<file path="src/pkg/timer_cfg.svh">
// register map, field positions, reset values and widths of the triple timer
// How it works
// - three identical timers run independently, each on internal ticks or external pin edges
// - each timer flags its processor interrupt or drives its pin after a programmed count
// - event counter and measurement modes use the timer pin as an input
// - watchdog, plain timer and pulse modulation modes drive the timer pin as output
// - after reset pins are gpio inputs; control/status writes make them outputs or timer pins
// - in stop a pin keeps its direction; the timer ignores inputs, the control/status pin bit still reads live, outputs are tri-stated
// - wait state changes neither drive nor direction of any timer pin
`ifndef TIMER_CFG_SVH
`define TIMER_CFG_SVH

// sizes
`define CNT_W 24
`define NTMR 3
`define TMR_LAST 2'h2
`define ADDR_W 8
`define DATA_W 32
`define NLANES 4
`define LANE_W 8

// address decode: [7:6] zero, [5:4] timer, [3:2] register within timer
`define TOP_HI 7
`define TOP_LO 6
`define TMR_IDX_HI 5
`define TMR_IDX_LO 4
`define REG_IDX_HI 3
`define REG_IDX_LO 2
`define LOW_ZERO 2'h0
`define REG_CTRL 2'h0
`define REG_CMP 2'h1
`define REG_CNT 2'h2
`define OFF_STAT 8'h30
`define OFF_MASK 8'h34

// control/status word fields
`define B_EN 0
`define B_MODE_LO 1
`define B_MODE_HI 3
`define B_EXT 4
`define B_GDIR 5
`define B_GOUT 6
`define B_FUNC 7
`define B_IE 8
`define B_DONE 9
`define B_PIN 10
`define LANE_DONE 1
`define LANE_FLAGS 0

// reset values and answers
`define CTRL_RST 8'h00
`define CMP_RST 24'hff_ffff
`define RESP_OKAY 2'h0
`define RESP_SLVERR 2'h2
`define ZERO32 32'h0000_0000

`endif

</file>
<file path="src/pkg/timer_pkg.sv">
// types shared by the triple timer modules
package timer_pkg;
`include "timer_cfg.svh"

   typedef logic [`CNT_W-1:0] count_t;

   typedef enum logic [2:0]
   {
      MODE_TIMER    = 3'b000,
      MODE_WATCHDOG = 3'b001,
      MODE_PWM      = 3'b010,
      MODE_EVENT    = 3'b011,
      MODE_MEASURE  = 3'b100
   } tmr_mode_e;

   // packed so that bit positions match the low byte of the control/status word
   typedef struct packed
   {
      logic func;
      logic gpio_out;
      logic gpio_dir;
      logic ext_clk;
      tmr_mode_e mode;
      logic enable;
   } tmr_cfg_s;

endpackage : timer_pkg

</file>
<file path="src/design/triple_timer_pin_logic.sv">
// triple timer with axi4-lite register file, interrupt and timer pins
//
// Register access over AXI4-Lite and the register addresses were decided locally.
`timescale 1ns/1ns
`default_nettype none
`include "timer_cfg.svh"
module triple_timer_pin_logic
   import timer_pkg::*;
(
   // clock and reset
   input wire logic aclk,
   input wire logic aresetn,
   // axi4-lite write address
   input wire logic awvalid,
   output logic awready,
   input wire logic [`ADDR_W-1:0] awaddr,
   // axi4-lite write data
   input wire logic wvalid,
   output logic wready,
   input wire logic [`DATA_W-1:0] wdata,
   input wire logic [`NLANES-1:0] wstrb,
   // axi4-lite write response
   output logic bvalid,
   input wire logic bready,
   output logic [1:0] bresp,
   // axi4-lite read address
   input wire logic arvalid,
   output logic arready,
   input wire logic [`ADDR_W-1:0] araddr,
   // axi4-lite read data
   output logic rvalid,
   input wire logic rready,
   output logic [`DATA_W-1:0] rdata,
   output logic [1:0] rresp,
   // processing state of the core
   input wire logic stop_req,
   input wire logic wait_req,
   // timer pins
   input wire logic timer_pin_0_i,
   output logic timer_pin_0_o,
   output logic timer_pin_0_oe_n,
   input wire logic timer_pin_1_i,
   output logic timer_pin_1_o,
   output logic timer_pin_1_oe_n,
   input wire logic timer_pin_2_i,
   output logic timer_pin_2_o,
   output logic timer_pin_2_oe_n,
   // interrupt
   output logic irq
);

   // address check shared by the read and write paths
   function automatic logic addr_ok(input logic [`ADDR_W-1:0] a);
      logic [`ADDR_W-1:0] al;
      al = {a[`ADDR_W-1:`REG_IDX_LO], `LOW_ZERO};
      addr_ok = (al[`TOP_HI:`TOP_LO] == 2'h0 && al[`TMR_IDX_HI:`TMR_IDX_LO] <= `TMR_LAST &&
                 al[`REG_IDX_HI:`REG_IDX_LO] <= `REG_CNT) || al == `OFF_STAT || al == `OFF_MASK;
   endfunction : addr_ok

   // byte-lane merge of a write onto the current register word
   function automatic logic [`DATA_W-1:0] merge(input logic [`DATA_W-1:0] old,
                                                input logic [`DATA_W-1:0] nw,
                                                input logic [`NLANES-1:0] strb);
      merge = old;
      for (int b = 0; b < `NLANES; b++)
      begin
         if (strb[b])
         begin
            merge[b*`LANE_W +: `LANE_W] = nw[b*`LANE_W +: `LANE_W];
         end
      end
   endfunction : merge

   logic aw_have_r;
   logic [`ADDR_W-1:0] aw_addr_r;
   logic w_have_r;
   logic [`DATA_W-1:0] w_data_r;
   logic [`NLANES-1:0] w_strb_r;
   logic bvalid_r;
   logic [1:0] bresp_r;
   logic rvalid_r;
   logic [`DATA_W-1:0] rdata_r;
   logic [1:0] rresp_r;
   tmr_cfg_s ctrl_r [`NTMR];
   tmr_cfg_s ctrl_nxt [`NTMR];
   count_t cmp_r [`NTMR];
   count_t cmp_nxt [`NTMR];
   logic [`NTMR-1:0] stat_r;
   logic [`NTMR-1:0] stat_nxt;
   logic [`NTMR-1:0] mask_r;
   logic [`NTMR-1:0] mask_nxt;
   logic [`DATA_W-1:0] ctrl_word [`NTMR];
   count_t cnt_view [`NTMR];
   count_t tmr_count [`NTMR];
   count_t tmr_capture [`NTMR];
   logic [`NTMR-1:0] tmr_done;
   logic [`NTMR-1:0] pin_in;
   logic [`NTMR-1:0] pin_o_w;
   logic [`NTMR-1:0] pin_oe_n_w;
   logic [`DATA_W-1:0] rd_word;
   logic [`DATA_W-1:0] mask_merged;

   // write channel: address and data are taken in either order, one write at a time
   assign awready = ~aw_have_r & ~bvalid_r;
   assign wready = ~w_have_r & ~bvalid_r;
   wire wr_fire = aw_have_r & w_have_r & ~bvalid_r;
   wire wr_ok = addr_ok(aw_addr_r);
   wire [1:0] wr_t = aw_addr_r[`TMR_IDX_HI:`TMR_IDX_LO];
   wire [1:0] wr_reg = aw_addr_r[`REG_IDX_HI:`REG_IDX_LO];
   wire [`ADDR_W-1:0] wr_al = {aw_addr_r[`ADDR_W-1:`REG_IDX_LO], `LOW_ZERO};
   wire wr_tmr = wr_fire & wr_ok & (aw_addr_r[`TOP_HI:`TOP_LO] == 2'h0) & (wr_t <= `TMR_LAST);
   wire wr_stat = wr_fire & (wr_al == `OFF_STAT);
   wire wr_mask = wr_fire & (wr_al == `OFF_MASK);
   assign mask_merged = merge(32'(mask_r), w_data_r, w_strb_r);

   // read channel decode
   assign arready = ~rvalid_r;
   wire ar_fire = arvalid & arready;
   wire [1:0] rd_t = araddr[`TMR_IDX_HI:`TMR_IDX_LO];
   wire [1:0] rd_reg = araddr[`REG_IDX_HI:`REG_IDX_LO];
   wire [`ADDR_W-1:0] rd_al = {araddr[`ADDR_W-1:`REG_IDX_LO], `LOW_ZERO};
   assign rd_word = !addr_ok(araddr) ? `ZERO32 :
                    (rd_al == `OFF_STAT) ? 32'(stat_r) :
                    (rd_al == `OFF_MASK) ? 32'(mask_r) :
                    (rd_reg == `REG_CTRL) ? ctrl_word[rd_t] :
                    (rd_reg == `REG_CMP) ? 32'(cmp_r[rd_t]) : 32'(cnt_view[rd_t]);

   assign pin_in = {timer_pin_2_i, timer_pin_1_i, timer_pin_0_i};

   // per timer: register view, write decode and the channel itself
   for (genvar i = 0; i < `NTMR; i++)
   begin : g_tmr
      wire sel_ctrl = wr_tmr & (wr_t == 2'(i)) & (wr_reg == `REG_CTRL);
      wire sel_cmp = wr_tmr & (wr_t == 2'(i)) & (wr_reg == `REG_CMP);
      wire [`DATA_W-1:0] ctrl_m = merge(ctrl_word[i], w_data_r, w_strb_r);
      wire [`DATA_W-1:0] cmp_m = merge(32'(cmp_r[i]), w_data_r, w_strb_r);
      // an illegal mode code keeps the previous mode
      wire mode_ok = ctrl_m[`B_MODE_HI:`B_MODE_LO] <= MODE_MEASURE;
      wire [2:0] mode_bits = mode_ok ? ctrl_m[`B_MODE_HI:`B_MODE_LO] : ctrl_r[i].mode;
      // a done flag clears on a written one, either through its own word or the status word
      wire clr = (sel_ctrl & w_strb_r[`LANE_DONE] & w_data_r[`B_DONE]) |
                 (wr_stat & w_strb_r[`LANE_FLAGS] & w_data_r[i]);

      assign ctrl_word[i] = 32'({pin_in[i], stat_r[i], mask_r[i], ctrl_r[i]});
      assign ctrl_nxt[i] = sel_ctrl ? tmr_cfg_s'({ctrl_m[`B_FUNC:`B_EXT], mode_bits, ctrl_m[`B_EN]}) : ctrl_r[i];
      assign cmp_nxt[i] = sel_cmp ? cmp_m[`CNT_W-1:0] : cmp_r[i];
      // set wins over a clear arriving in the same cycle
      assign stat_nxt[i] = tmr_done[i] | (stat_r[i] & ~clr);
      assign mask_nxt[i] = wr_mask ? mask_merged[i] : (sel_ctrl ? ctrl_m[`B_IE] : mask_r[i]);
      assign cnt_view[i] = (ctrl_r[i].mode == MODE_MEASURE) ? tmr_capture[i] : tmr_count[i];

      timer_unit u_tmr
      (
         .aclk(aclk),
         .aresetn(aresetn),
         .cfg(ctrl_r[i]),
         .compare(cmp_r[i]),
         .stop_req(stop_req),
         .pin_i(pin_in[i]),
         .pin_o(pin_o_w[i]),
         .pin_oe_n(pin_oe_n_w[i]),
         .done_evt(tmr_done[i]),
         .count(tmr_count[i]),
         .capture(tmr_capture[i])
      );
   end

   // register file; reset leaves every pin a gpio input
   always_ff @(posedge aclk)
   begin
      for (int k = 0; k < `NTMR; k++)
      begin
         ctrl_r[k] <= aresetn ? ctrl_nxt[k] : tmr_cfg_s'(`CTRL_RST);
         cmp_r[k] <= aresetn ? cmp_nxt[k] : `CMP_RST;
      end
      stat_r <= aresetn ? stat_nxt : '0;
      mask_r <= aresetn ? mask_nxt : '0;
   end

   // write address and data holding registers
   always_ff @(posedge aclk)
   begin
      if (!aresetn)
      begin
         aw_have_r <= 1'b0;
         aw_addr_r <= '0;
         w_have_r <= 1'b0;
         w_data_r <= `ZERO32;
         w_strb_r <= '0;
      end
      else
      begin
         aw_have_r <= (awvalid & awready) | (aw_have_r & ~wr_fire);
         aw_addr_r <= (awvalid & awready) ? awaddr : aw_addr_r;
         w_have_r <= (wvalid & wready) | (w_have_r & ~wr_fire);
         w_data_r <= (wvalid & wready) ? wdata : w_data_r;
         w_strb_r <= (wvalid & wready) ? wstrb : w_strb_r;
      end
   end

   // responses; unmapped addresses answer slverr, writes to the count word are ignored
   always_ff @(posedge aclk)
   begin
      if (!aresetn)
      begin
         bvalid_r <= 1'b0;
         bresp_r <= `RESP_OKAY;
         rvalid_r <= 1'b0;
         rdata_r <= `ZERO32;
         rresp_r <= `RESP_OKAY;
      end
      else
      begin
         bvalid_r <= wr_fire | (bvalid_r & ~bready);
         bresp_r <= wr_fire ? (wr_ok ? `RESP_OKAY : `RESP_SLVERR) : bresp_r;
         rvalid_r <= ar_fire | (rvalid_r & ~rready);
         rdata_r <= ar_fire ? rd_word : rdata_r;
         rresp_r <= ar_fire ? (addr_ok(araddr) ? `RESP_OKAY : `RESP_SLVERR) : rresp_r;
      end
   end

   assign bvalid = bvalid_r;
   assign bresp = bresp_r;
   assign rvalid = rvalid_r;
   assign rdata = rdata_r;
   assign rresp = rresp_r;

   // interrupt level from unmasked sticky flags
   assign irq = |(stat_r & mask_r);

   // pins; wait_req deliberately feeds nothing so wait cannot disturb them
   assign timer_pin_0_o = pin_o_w[0];
   assign timer_pin_0_oe_n = pin_oe_n_w[0];
   assign timer_pin_1_o = pin_o_w[1];
   assign timer_pin_1_oe_n = pin_oe_n_w[1];
   assign timer_pin_2_o = pin_o_w[2];
   assign timer_pin_2_oe_n = pin_oe_n_w[2];

   for (genvar j = 0; j < `NTMR; j++)
   begin : g_chk
      wire c_in = (ctrl_r[j].mode == MODE_EVENT) || (ctrl_r[j].mode == MODE_MEASURE);

   end
endmodule : triple_timer_pin_logic
`default_nettype wire

</file>
<file path="src/design/timer_unit.sv">
// one timer channel: counter, compare, pin direction and pin drive
`timescale 1ns/1ns
`default_nettype none
`include "timer_cfg.svh"
module timer_unit
   import timer_pkg::*;
(
   // clock and reset
   input wire logic aclk,
   input wire logic aresetn,
   // configuration
   input wire tmr_cfg_s cfg,
   input wire count_t compare,
   input wire logic stop_req,
   // timer pin
   input wire logic pin_i,
   output logic pin_o,
   output logic pin_oe_n,
   // status
   output logic done_evt,
   output count_t count,
   output count_t capture
);

   logic pin_q_r;
   logic wave_r;
   logic wave_nxt;
   count_t count_r;
   count_t count_nxt;
   count_t capture_r;
   count_t cnt_inc;

   // mode decode; stop freezes the sampled pin so an input is ignored
   wire in_mode = (cfg.mode == MODE_EVENT) || (cfg.mode == MODE_MEASURE);
   wire measure = cfg.mode == MODE_MEASURE;
   wire pin_live = stop_req ? pin_q_r : pin_i;
   wire pin_rise = pin_live & ~pin_q_r;
   wire pin_fall = ~pin_live & pin_q_r;
   wire run = cfg.enable & ~stop_req;
   wire ext_src = cfg.ext_clk | (cfg.mode == MODE_EVENT);

   // event source: internal tick every cycle, every cycle the pin is high in measure mode, or external pin edge
   wire tick = run & (measure ? pin_live : (ext_src ? pin_rise : 1'b1));
   assign cnt_inc = count_r + 1'b1;
   wire hit = tick & ~measure & (cnt_inc == compare);
   wire meas_end = run & measure & pin_fall;
   // fixed half-period duty keeps the channel free of a duty register
   wire pwm_level = count_r < (compare >> 1);

   // next counter and waveform values
   assign count_nxt = (!cfg.enable || hit || meas_end) ? '0 : (tick ? cnt_inc : count_r);
   assign wave_nxt = !cfg.enable ? 1'b0 :
                     (hit && cfg.mode == MODE_TIMER) ? ~wave_r :
                     (hit && cfg.mode == MODE_WATCHDOG) ? 1'b1 : wave_r;

   // direction: timer function follows the mode, gpio follows its direction bit
   wire drive = cfg.func ? ~in_mode : cfg.gpio_dir;
   wire out_val = cfg.func ? ((cfg.mode == MODE_PWM) ? pwm_level : wave_nxt) : cfg.gpio_out;

   // counter, capture and pin registers
   always_ff @(posedge aclk)
   begin
      if (!aresetn)
      begin
         pin_q_r <= 1'b0;
         wave_r <= 1'b0;
         count_r <= '0;
         capture_r <= '0;
         done_evt <= 1'b0;
         pin_o <= 1'b0;
         pin_oe_n <= 1'b1; // gpio input after reset
      end
      else
      begin
         pin_q_r <= pin_live;
         wave_r <= wave_nxt;
         count_r <= count_nxt;
         capture_r <= meas_end ? count_r : capture_r;
         done_evt <= hit | meas_end;
         pin_o <= stop_req ? pin_o : out_val;
         pin_oe_n <= ~(drive & ~stop_req); // tri-state in stop
      end
   end

   assign count = count_r;
   assign capture = capture_r;
endmodule : timer_unit
`default_nettype wire

</file>
<file path="config.mk">
export PLATFORM = sky130hd
export DESIGN_NAME = triple_timer_pin_logic
export DESIGN_NICKNAME = d
export VERILOG_FILES = /design/src/pkg/timer_pkg.sv /design/src/design/triple_timer_pin_logic.sv /design/src/design/timer_unit.sv
export VERILOG_INCLUDE_DIRS = /design/src /design/src/pkg
export SDC_FILE = /design/constraint.sdc
export NUM_CORES = 1
export LEC_CHECK = 0
export BUFFER_PORTS_ARGS = -buffer_cell sky130_fd_sc_hd__buf_4
export CAP_MARGIN = 15
export CORE_ASPECT_RATIO = 1.4
export CORE_MARGIN = 1.5
export CORE_UTILIZATION = 25
export CTS_BUF_LIST = sky130_fd_sc_hd__clkbuf_16
export DETAILED_ROUTE_END_ITERATION = 10
export MAX_ROUTING_LAYER = met4
export PLACE_DENSITY = 0.45
export SLEW_MARGIN = 0
export SYNTH_ARGS = -nofsm -noshare
export SYNTH_HDL_FRONTEND = slang
export SYNTH_SLANG_ARGS = --single-unit
</file>
<file path="constraint.sdc">
create_clock -name aclk -period 4.48 [get_ports aclk]
set_input_delay 0.896 -clock aclk [delete_from_list [all_inputs] [get_ports aclk]]
set_output_delay 0.896 -clock aclk [all_outputs]
set_load 0.005 [all_outputs]
</file>
# After elaboration in Yosys (flattened, before gate mapping)
# Memory sizes are Yosys's and may differ from the RTL's.
# Cells that the tools add are included.
# word_totals
elab_cells	313
out_inout_bits	48
regBits	240
memories	2
rom_bits	0
in_bits	64
ramBits	96
latchBits	0
# op_classes
magnitude_cmp	11
n_reduce_logical	45
shifts	0
eq_ne	24
mul	0
div_mod_pow	0
bitwise	113
n_mux	80
addsub	3
# mem_list
memory	words	word_bits	read_ports	rd_ports_with_merged_regs	write_ports	line_no	rtl
cmp_r	3	24	4	0	3	triple_timer_pin_logic.sv:86	count_t cmp_r [`NTMR];
ctrl_r	3	8	3	0	3	triple_timer_pin_logic.sv:84	tmr_cfg_s ctrl_r [`NTMR];
# ops
operator	count
$mux W24	12
$mux W32	6
$mux W8	18
$add A24 B1 Y24 const B	3
$eq A24 B24 Y1	3
$lt A24 B23 Y1	3
$and A1 B1 Y1	65
$bmux W32 S2	1
$bmux W24 S2	1
$mux W1	36
$not A1 Y1	30
$eq A6 B4 Y1 const B	4
$eq A3 B2 Y1 const B	6
$or A1 B1 Y1	16
$logic_or A1 B1 Y1	13
$mux W3	4
$logic_and A1 B1 Y1	10
$logic_not A2 Y1	5
$eq A3 B1 Y1 const B	3
$eq A3 B3 Y1 const B	3
$le A3 B3 Y1 const B	3
$logic_not A3 Y1	3
$reduce_and A3 Y1	3
$le A2 B2 Y1 const B	4
other kinds (11)	21

# Longest topological paths before layout
# Gate-level depths: netlist (run 1).
# depth
ltp_word	16
depth_mapped	12
mapped_depth_nobuf	11

# By module
# Synthesis (run 1) repeated with hierarchy kept, for this count alone.
# hier_totals
cells_unflattened	2388
hier_area_um2	19757.7
# by_module_without_submodules
module	instances	cells_per_inst	seq_area_each_um2	area_per_inst_um2
timer_unit	3	451	1061.0	3714.8
triple_timer_pin_logic	1	1035	3303.2	8613.3

# Worst setup path before layout (run 1)
# No wires, ideal clock.
# synth_path
kind	input to register
start	input stop_req
end	register g_tmr[0].u_tmr.count_r[17]
arrival_ns	2.981
path_stages	11
setup_slack_ns	1.384
required_ns	4.365
path_buffers	2
setup_ns	0.115
path_cell_list	clkbuf_1 > nand2b_1 > a2111oi_0 > o221ai_1 > nor4_1 > o2111ai_1 > a2111oi_2 > nor2_1 > nand3_2 > buf_4 > nor2_1
# synth_between
elab_chain_len	10
word_cells_on_any_way	16
classes_between	3 x mux; 10 x bitwise; 3 x reduce/logical
# synth_lines
element	line_no	rtl
start: declaration	triple_timer_pin_logic.sv:36	input wire logic stop_req,
$mux W1	timer_unit.sv:36	wire pin_live = stop_req ? pin_q_r : pin_i;
$and A1 B1 Y1	timer_unit.sv:37	wire pin_rise = pin_live & ~pin_q_r;
$mux W1 (2 in a row)	timer_unit.sv:43	wire tick = run & (measure ? pin_live : (ext_src ? pin_rise : 1'b1));
$and A1 B1 Y1	timer_unit.sv:43	
$and A1 B1 Y1 (2 in a row)	timer_unit.sv:45	wire hit = tick & ~measure & (cnt_inc == compare);
$logic_or A1 B1 Y1 (2 in a row)	timer_unit.sv:51	assign count_nxt = (!cfg.enable || hit || meas_end) ? '0 : (tick ? cnt_inc : count_r);
$reduce_or A2 Y1 (no source line)	--	
end signal: assignment	timer_unit.sv:77	count_r <= count_nxt;
end: declaration	timer_unit.sv:28	count_t count_r;
# Parallel ways exist; a longest one is shown, timed or not.
# A chain may end at the register's enable or synchronous reset.

# Worst setup path after layout (run 1)
# layout_path
start	register g_tmr[2].u_tmr.count_r[0]
end	register g_tmr[2].u_tmr.count_r[12]
# layout_between
elab_chain_len	6
# layout_lines
element	line_no	rtl
start: declaration	timer_unit.sv:28	
start signal: assignment	timer_unit.sv:77	
$add A24 B1 Y24 (*)	timer_unit.sv:44	assign cnt_inc = count_r + 1'b1;
$eq A24 B24 Y1	timer_unit.sv:45	
$and A1 B1 Y1	timer_unit.sv:45	
$logic_or A1 B1 Y1 (2 in a row)	timer_unit.sv:51	
$reduce_or A2 Y1 (no source line)	--	
# Mark *: on every way between the ends. The rest lies on a longest branch, timed or not.

==> results of run 1 <==
[through the flow]
stage | instances | power [uW] | hold slack, ns | util, % | worst slack [ns]
3_3_place_gp | 3266 | 3391 | 0.4296 | 27.23 | 0.2693
5_1_grt | 3336 | 6508 | 0.4685 | 28.77 | 0.2150
4_1_cts | 3334 | 6384 | 0.4452 | 28.73 | 0.4900
6_report | 3337 | 6317 | 0.4429 | 28.78 | 0.5484
3_5_place_dp | 3266 | 3394 | 0.4335 | 27.23 | 0.2736
2_1_floorplan | 2348 | 3204 | 0.4178 | - | 1.384
[worst min-delay path by stage]
| stage | end | depth (start not counted) |
|---|---|---|
| after floorplan | stat_r[2] | 1 |
| after global placement | stat_r[2] | 1 |
| after detailed placement | stat_r[2] | 1 |
| after CTS | stat_r[2] | 1 |
| after global routing | stat_r[2] | 1 |
| final | stat_r[2] | 1 |
[Yosys cell counts, types with 77 or more instances]
cell      number  area (um^2)
inv_1         90        337.8
nor2b_1       77        481.7
dfxtp_1      324         6486
clkbuf_1     121        454.2
mux2i_1      122         1221
a21oi_1       78        390.4
xnor2_1       86        753.2
nor2_1       157        589.3
nand2_1      379         1423
a21boi_0     109        818.3
xor2_1        79        691.9
nand3_1       79        395.4
[power by group through the flow]
stage	combinational (uW)	sequential, uW	clock [uW]
2_1_floorplan	207	3000	0
3_3_place_gp	340	3050	0
3_5_place_dp	343	3050	0
4_1_cts	344	2990	3050
5_1_grt	374	2990	3150
6_report	345	2990	2980
[metal layers]
metal  wire length (um)  GRT usage, %  vias to the layer above
met1              29820         21.73                     8118
met3               2853         1.880                      108
li1                   -             -                     8109
met4               2717         6.591                        0
met5                  0             -                        -
met2              38170         34.90                      429
[worst max-delay path: stages (launching register included)]
cell and delay (ns):
dfxtp_1 0.52, ha_1 0.37, nand3_1 0.32, nor3_4 0.47, and4_1 0.29, o2111ai_1 0.12
or4_4 0.56, nor4_4 0.46, nor2_1 0.13, nand3_2 0.44, nor2_1 0.11
[registers in the layout (all words and copies together) (netlist names), 6 cells and up]
name and count:
g_tmr.u_tmr.capture 72, w_data_r 24, g_tmr.u_tmr.count 72, rdata 24, cmp_r 72, aw_addr_r 6, ctrl_r 24
[kinds of logic (layout without fill, tap and decap cells)]
group	count (synthesis)	after routing	synth area share [%]
AND/OR/NAND/NOR	891	891	22.33
AO/OA/AOI/OAI	467	467	17.01
flip-flops	324	324	34.02
buffers and inverters	278	297	6.457
XOR/XNOR	165	165	7.579
multiplexers	144	144	8.058
adder cells (fa/ha/maj)	69	69	4.528
other	1	12	0.01967
[layout make-up]
type | instances | area (um^2) | share of cell area [%]
sequential | 324 | 6486 | 29.92
multi-input combinational | 1746 | 11400 | 52.58
timing repair buffer | 139 | 1105 | 5.096
antenna | 2 | 5.005 | 0.02308
clock inverter | 29 | 160.2 | 0.7387
inverter | 90 | 337.8 | 1.558
clock buffer | 39 | 975.9 | 4.501
tap | 968 | 1211 | 5.586
==> out/results.ini, run 1 <==
[setup_path]
worstSetupPathType=flop to flop
worstSetupStartpoint=g_tmr[2].u_tmr.count[0]
cp.required_ns=4.91
crit_fanout=24
reg2reg_to=g_tmr[2].u_tmr.count[12]
r2r_slack_ns=0.55
crit-reg2reg-launch=g_tmr[2].u_tmr.count[0]
crit_end=g_tmr[2].u_tmr.count[12]
crit_arrival_ns=4.37
startpoint_type=flop
reg2regPathDepth=10
crit_path_end_kind=flop

[finish]
n_fill_cell=8041
final_common_cell=nand2_1
mostFrequentLayoutCells=nand2_1, dfxtp_1, nor2_1
nets=2471
syn_to_final_growth_pct=13.70
finalInstanceArea_um2=21680
drive_gt1_share_pct=9.928

[clock_tree]
cts-resized-gates=0
cts_sinks=324
cts_buffer_depth=3
postCtsHoldBufs=0
cts_tree=yes
cts_setup_buffers=0
insertion_delay_ns=0.57
h-tree-depth=2
cts_buffers=37
clk_pin_slew_ns=0.06
root_buffer=clkbuf_16

[drt]
vias=16760
antenna_left=0
avgViaCountPerCell=5.024
drt-initial-drc-count=1192
drcViolationCount=0
wl_per_cell_um=22.04
dr.pass1.iters=7
routed_wl_mm=73.56

[timing]
setup-violations-final=0
fmax_ghz=0.2543
finClkSkew_ns=0.02103
slew_headroom_pct=34.68
drv_slew=0
period_needed_ns=3.932
tns_ns=0
hold_viol=0
finalCritPeriodShare_pct=87.76
rsz0062_at_grt=no
worst_pin_slew_ns=0.9797

[global_route]
grt_pass1_wl_mm=109.2
grt_pass1_vias=16280
antenna_found_initial=1
gr-total-overflow=0
grt_max_degree=107
grt_usage_pct=19.15

[synth]
async_reset_ff_share_pct=0
syn_area_per_cell_um2=8.152
synthCells=2339
ys.flop_type=dfxtp_1
synth-edff-count=0
ys_types=79
synth-warning-count=0
ys_ff_latch=324
netlist_area_um2=19070
seq_area_frac_synth_pct=34.02

[hold_path]
hp-start=g_tmr[2].u_tmr.done_evt
hold_path_class=flop to flop

[pwr]
p_int_uw=4677
vdd_drop_max_mv=0.2206
switchingPower_uw=1640
powerDensity_nw_per_um2=291.3
p_seq_share_pct=47.3
leakage_uw=0.008308
pwr-share-comb_pct=5.5
clockPowerShare_pct=47.3
switching_share_pct=25.96

[floorplanning]
die_width_um=236.4
row_count=119
initial_utilization_pct=25.31
pin_count=112
dieArea_um2=77960
coreArea_um2=75340
die_h_um=329.8

[placed_design]
routabilityCongestion=0.9246
dpl_cell_area_um2=20510
portBuffers=87
dp_hpwl_mm=55.93

[job]
max_cap_violations=0

[outcome]
outcome=complete, no violations

Power figures use the tool's default switching activity.
==> run 2, diff against run 1 <==
Settings changed: ABC_AREA set to 1.
==> out/results.ini, run 2 <==
[synth]
yosysMostFrequentCell=nand2_1
netlist_top_cells_area=dfxtp_1, nand2_1, o21ai_0, a21oi_1, nor2_1
synth_top_area_share_pct=33.92
netlist_area_um2=19120
synthCells=2798
synth-edff-count=0
async_reset_ff_share_pct=0
synth.top_cells.by_count=nand2_1, o21ai_0, dfxtp_1, a21oi_1, nor2_1
synth-warning-count=0
seq_area_frac_synth_pct=33.92
ys.flop_type=dfxtp_1
ys_ff_latch=324
syn_area_per_cell_um2=6.835
ys_types=51
yosys.area.top_type=dfxtp_1

[drt]
wl_per_cell_um=21.19
vias=19090
routed_wl_mm=81.11
dr.pass1.iters=7
avgViaCountPerCell=4.986
drt-initial-drc-count=1219
drcViolationCount=0
antenna_left=0

[finish]
n_fill_cell=8262
finish.utilization_pct=29.10
drive_gt1_share_pct=10.78
syn_to_final_growth_pct=14.85
final_cells=3828
mostFrequentLayoutCells=nand2_1, o21ai_0, dfxtp_1
regArea_um2=6486
final_common_cell=nand2_1
multiInputGateArea_um2=11040
nets=2964

[global_route]
grt_pass1_vias=18350
antenna_found_initial=1
gr-total-overflow=0
grt_usage_pct=21.18
grt_pass1_wl_mm=119.9
grt_max_degree=114

[setup_path]
cp_num_cells=12
startpoint_type=flop
crit_path_end_kind=flop
crit_fanout=24
max_stage_delay_ns=0.44
worstSetupPathType=flop to flop
crit_chain=ha_1, nand2_2, nor2_4, nand2_2, nor2_2, nand2_1, xnor3_1, nand2_1, nor2_2, a21oi_4, nand3_4, a211oi_1
crit_arrival_ns=3.66
cp_top_family=simple AND/OR/NAND/NOR gates
cp.required_ns=4.94
reg2regPathDepth=12
worst-path-buf-inv=0
cp_slowest_cell=nand3_4

[timing]
drv_slew=0
worst_pin_slew_ns=0.9902
rsz0062_at_grt=no
tns_ns=0
setup_ws_ns=1.289
finClkSkew_ns=0.01827
fmax_ghz=0.3134
finalCritPeriodShare_pct=71.22
slew_headroom_pct=33.75
period_needed_ns=3.191
hold_viol=0
setup-violations-final=0

[pwr]
power.total_uw=6692
powerDensity_nw_per_um2=304.7
vdd_drop_max_mv=0.2098
leakage_uw=0.009139

[outcome]
outcome=complete, no violations

[clock_tree]
h-tree-depth=2
cts-resized-gates=0
insertion_delay_ns=0.56
postCtsHoldBufs=0
cts_buffers=37
cts_setup_buffers=0
cts_buffer_depth=3
cts_tree=yes
clk_pin_slew_ns=0.06
root_buffer=clkbuf_16
cts_sinks=324

[floorplanning]
coreArea_um2=75490
pin_count=112
initial_utilization_pct=25.33
die_h_um=330.2
dieArea_um2=78180
die_width_um=236.7
row_count=119

[placed_design]
place_ws_ns=0.9371
portBuffers=87
routabilityCongestion=0.9316
dp_hpwl_mm=62.94
placed_cells=3759

[hold_path]
hold_path_class=flop to flop
hold_path_depth=2

[job]
max_cap_violations=0

==> run 2: cell types whose count changed after synthesis, sizes merged, moves of 85 or more <==
cell / previous run / this run
inv: 90 / 274
a21oi: 78 / 327
xnor2: 86 / 1
nand2: 379 / 560
a21boi: 109 / 2
nand3: 81 / 167
o21ai: 59 / 335
nor2: 157 / 354
mux2i: 122 / 0
==> run 2: worst min-delay path, stage by stage (launching register included) <==
cell and delay, ns:
dfxtp_1 0.31, nor2_1 0.04, nor2_1 0.06
==> run 2: path summary, 6_finish.rpt <==
check / startpoint / endpoint / slack (ns)
max: g_tmr[2].u_tmr.count[0] / g_tmr[2].u_tmr.count[2] / 1.29
min reg2reg: g_tmr[1].u_tmr.done_evt / stat_r[1] / 0.45
max reg2reg: g_tmr[2].u_tmr.count[0] / g_tmr[2].u_tmr.count[2] / 1.29
min: g_tmr[1].u_tmr.done_evt / stat_r[1] / 0.45
==> run 2: layer usage <==
layer	track usage, %	part of all wire, %	vias up
met3	1.788	3.9	132
met1	24.54	41	8955
met5	-	0	-
met2	36.89	50	455
met4	10.17	5.1	0
li1	-	-	9546
==> run 2: cell families after synthesis <==
logic type	after synthesis	synth area share, %
AOI/OAI and AO/OA	832	25.99
xor gates and xnor gates	13	0.9618
other	1	0.01961
and+or+nand+nor	1148	25.93
DFF	324	33.92
adders and majority gates	69	4.515
buffers and inverters	411	8.669
==> run 2: power by group <==
part | switching, uW | total, uW | internal, uW
Sequential | 89.7 | 3010 | 2920
Clock | 1370 | 3290 | 1920
Combinational | 270 | 392 | 122
Total | 1730 | 6690 | 4960
==> run 2: layout make-up <==
type,count,share of cell area [%]
multi-input cells,2072,50.25
flip-flops and latches,324,29.53
well taps,968,5.514
inverters,276,4.723
clock buffers,39,4.443
repair buffers,120,4.244
clock inverters,27,1.270
diodes,2,0.02279
==> run 2: stage by stage <==
stage          instance area, um^2  hold slack (ns)
6_report                     21960           0.4465
3_3_place_gp                 20690           0.4248
3_5_place_dp                 20690           0.4300
5_1_grt                      21960           0.4872
2_1_floorplan                19160           0.4153
4_1_cts                      21940           0.4497
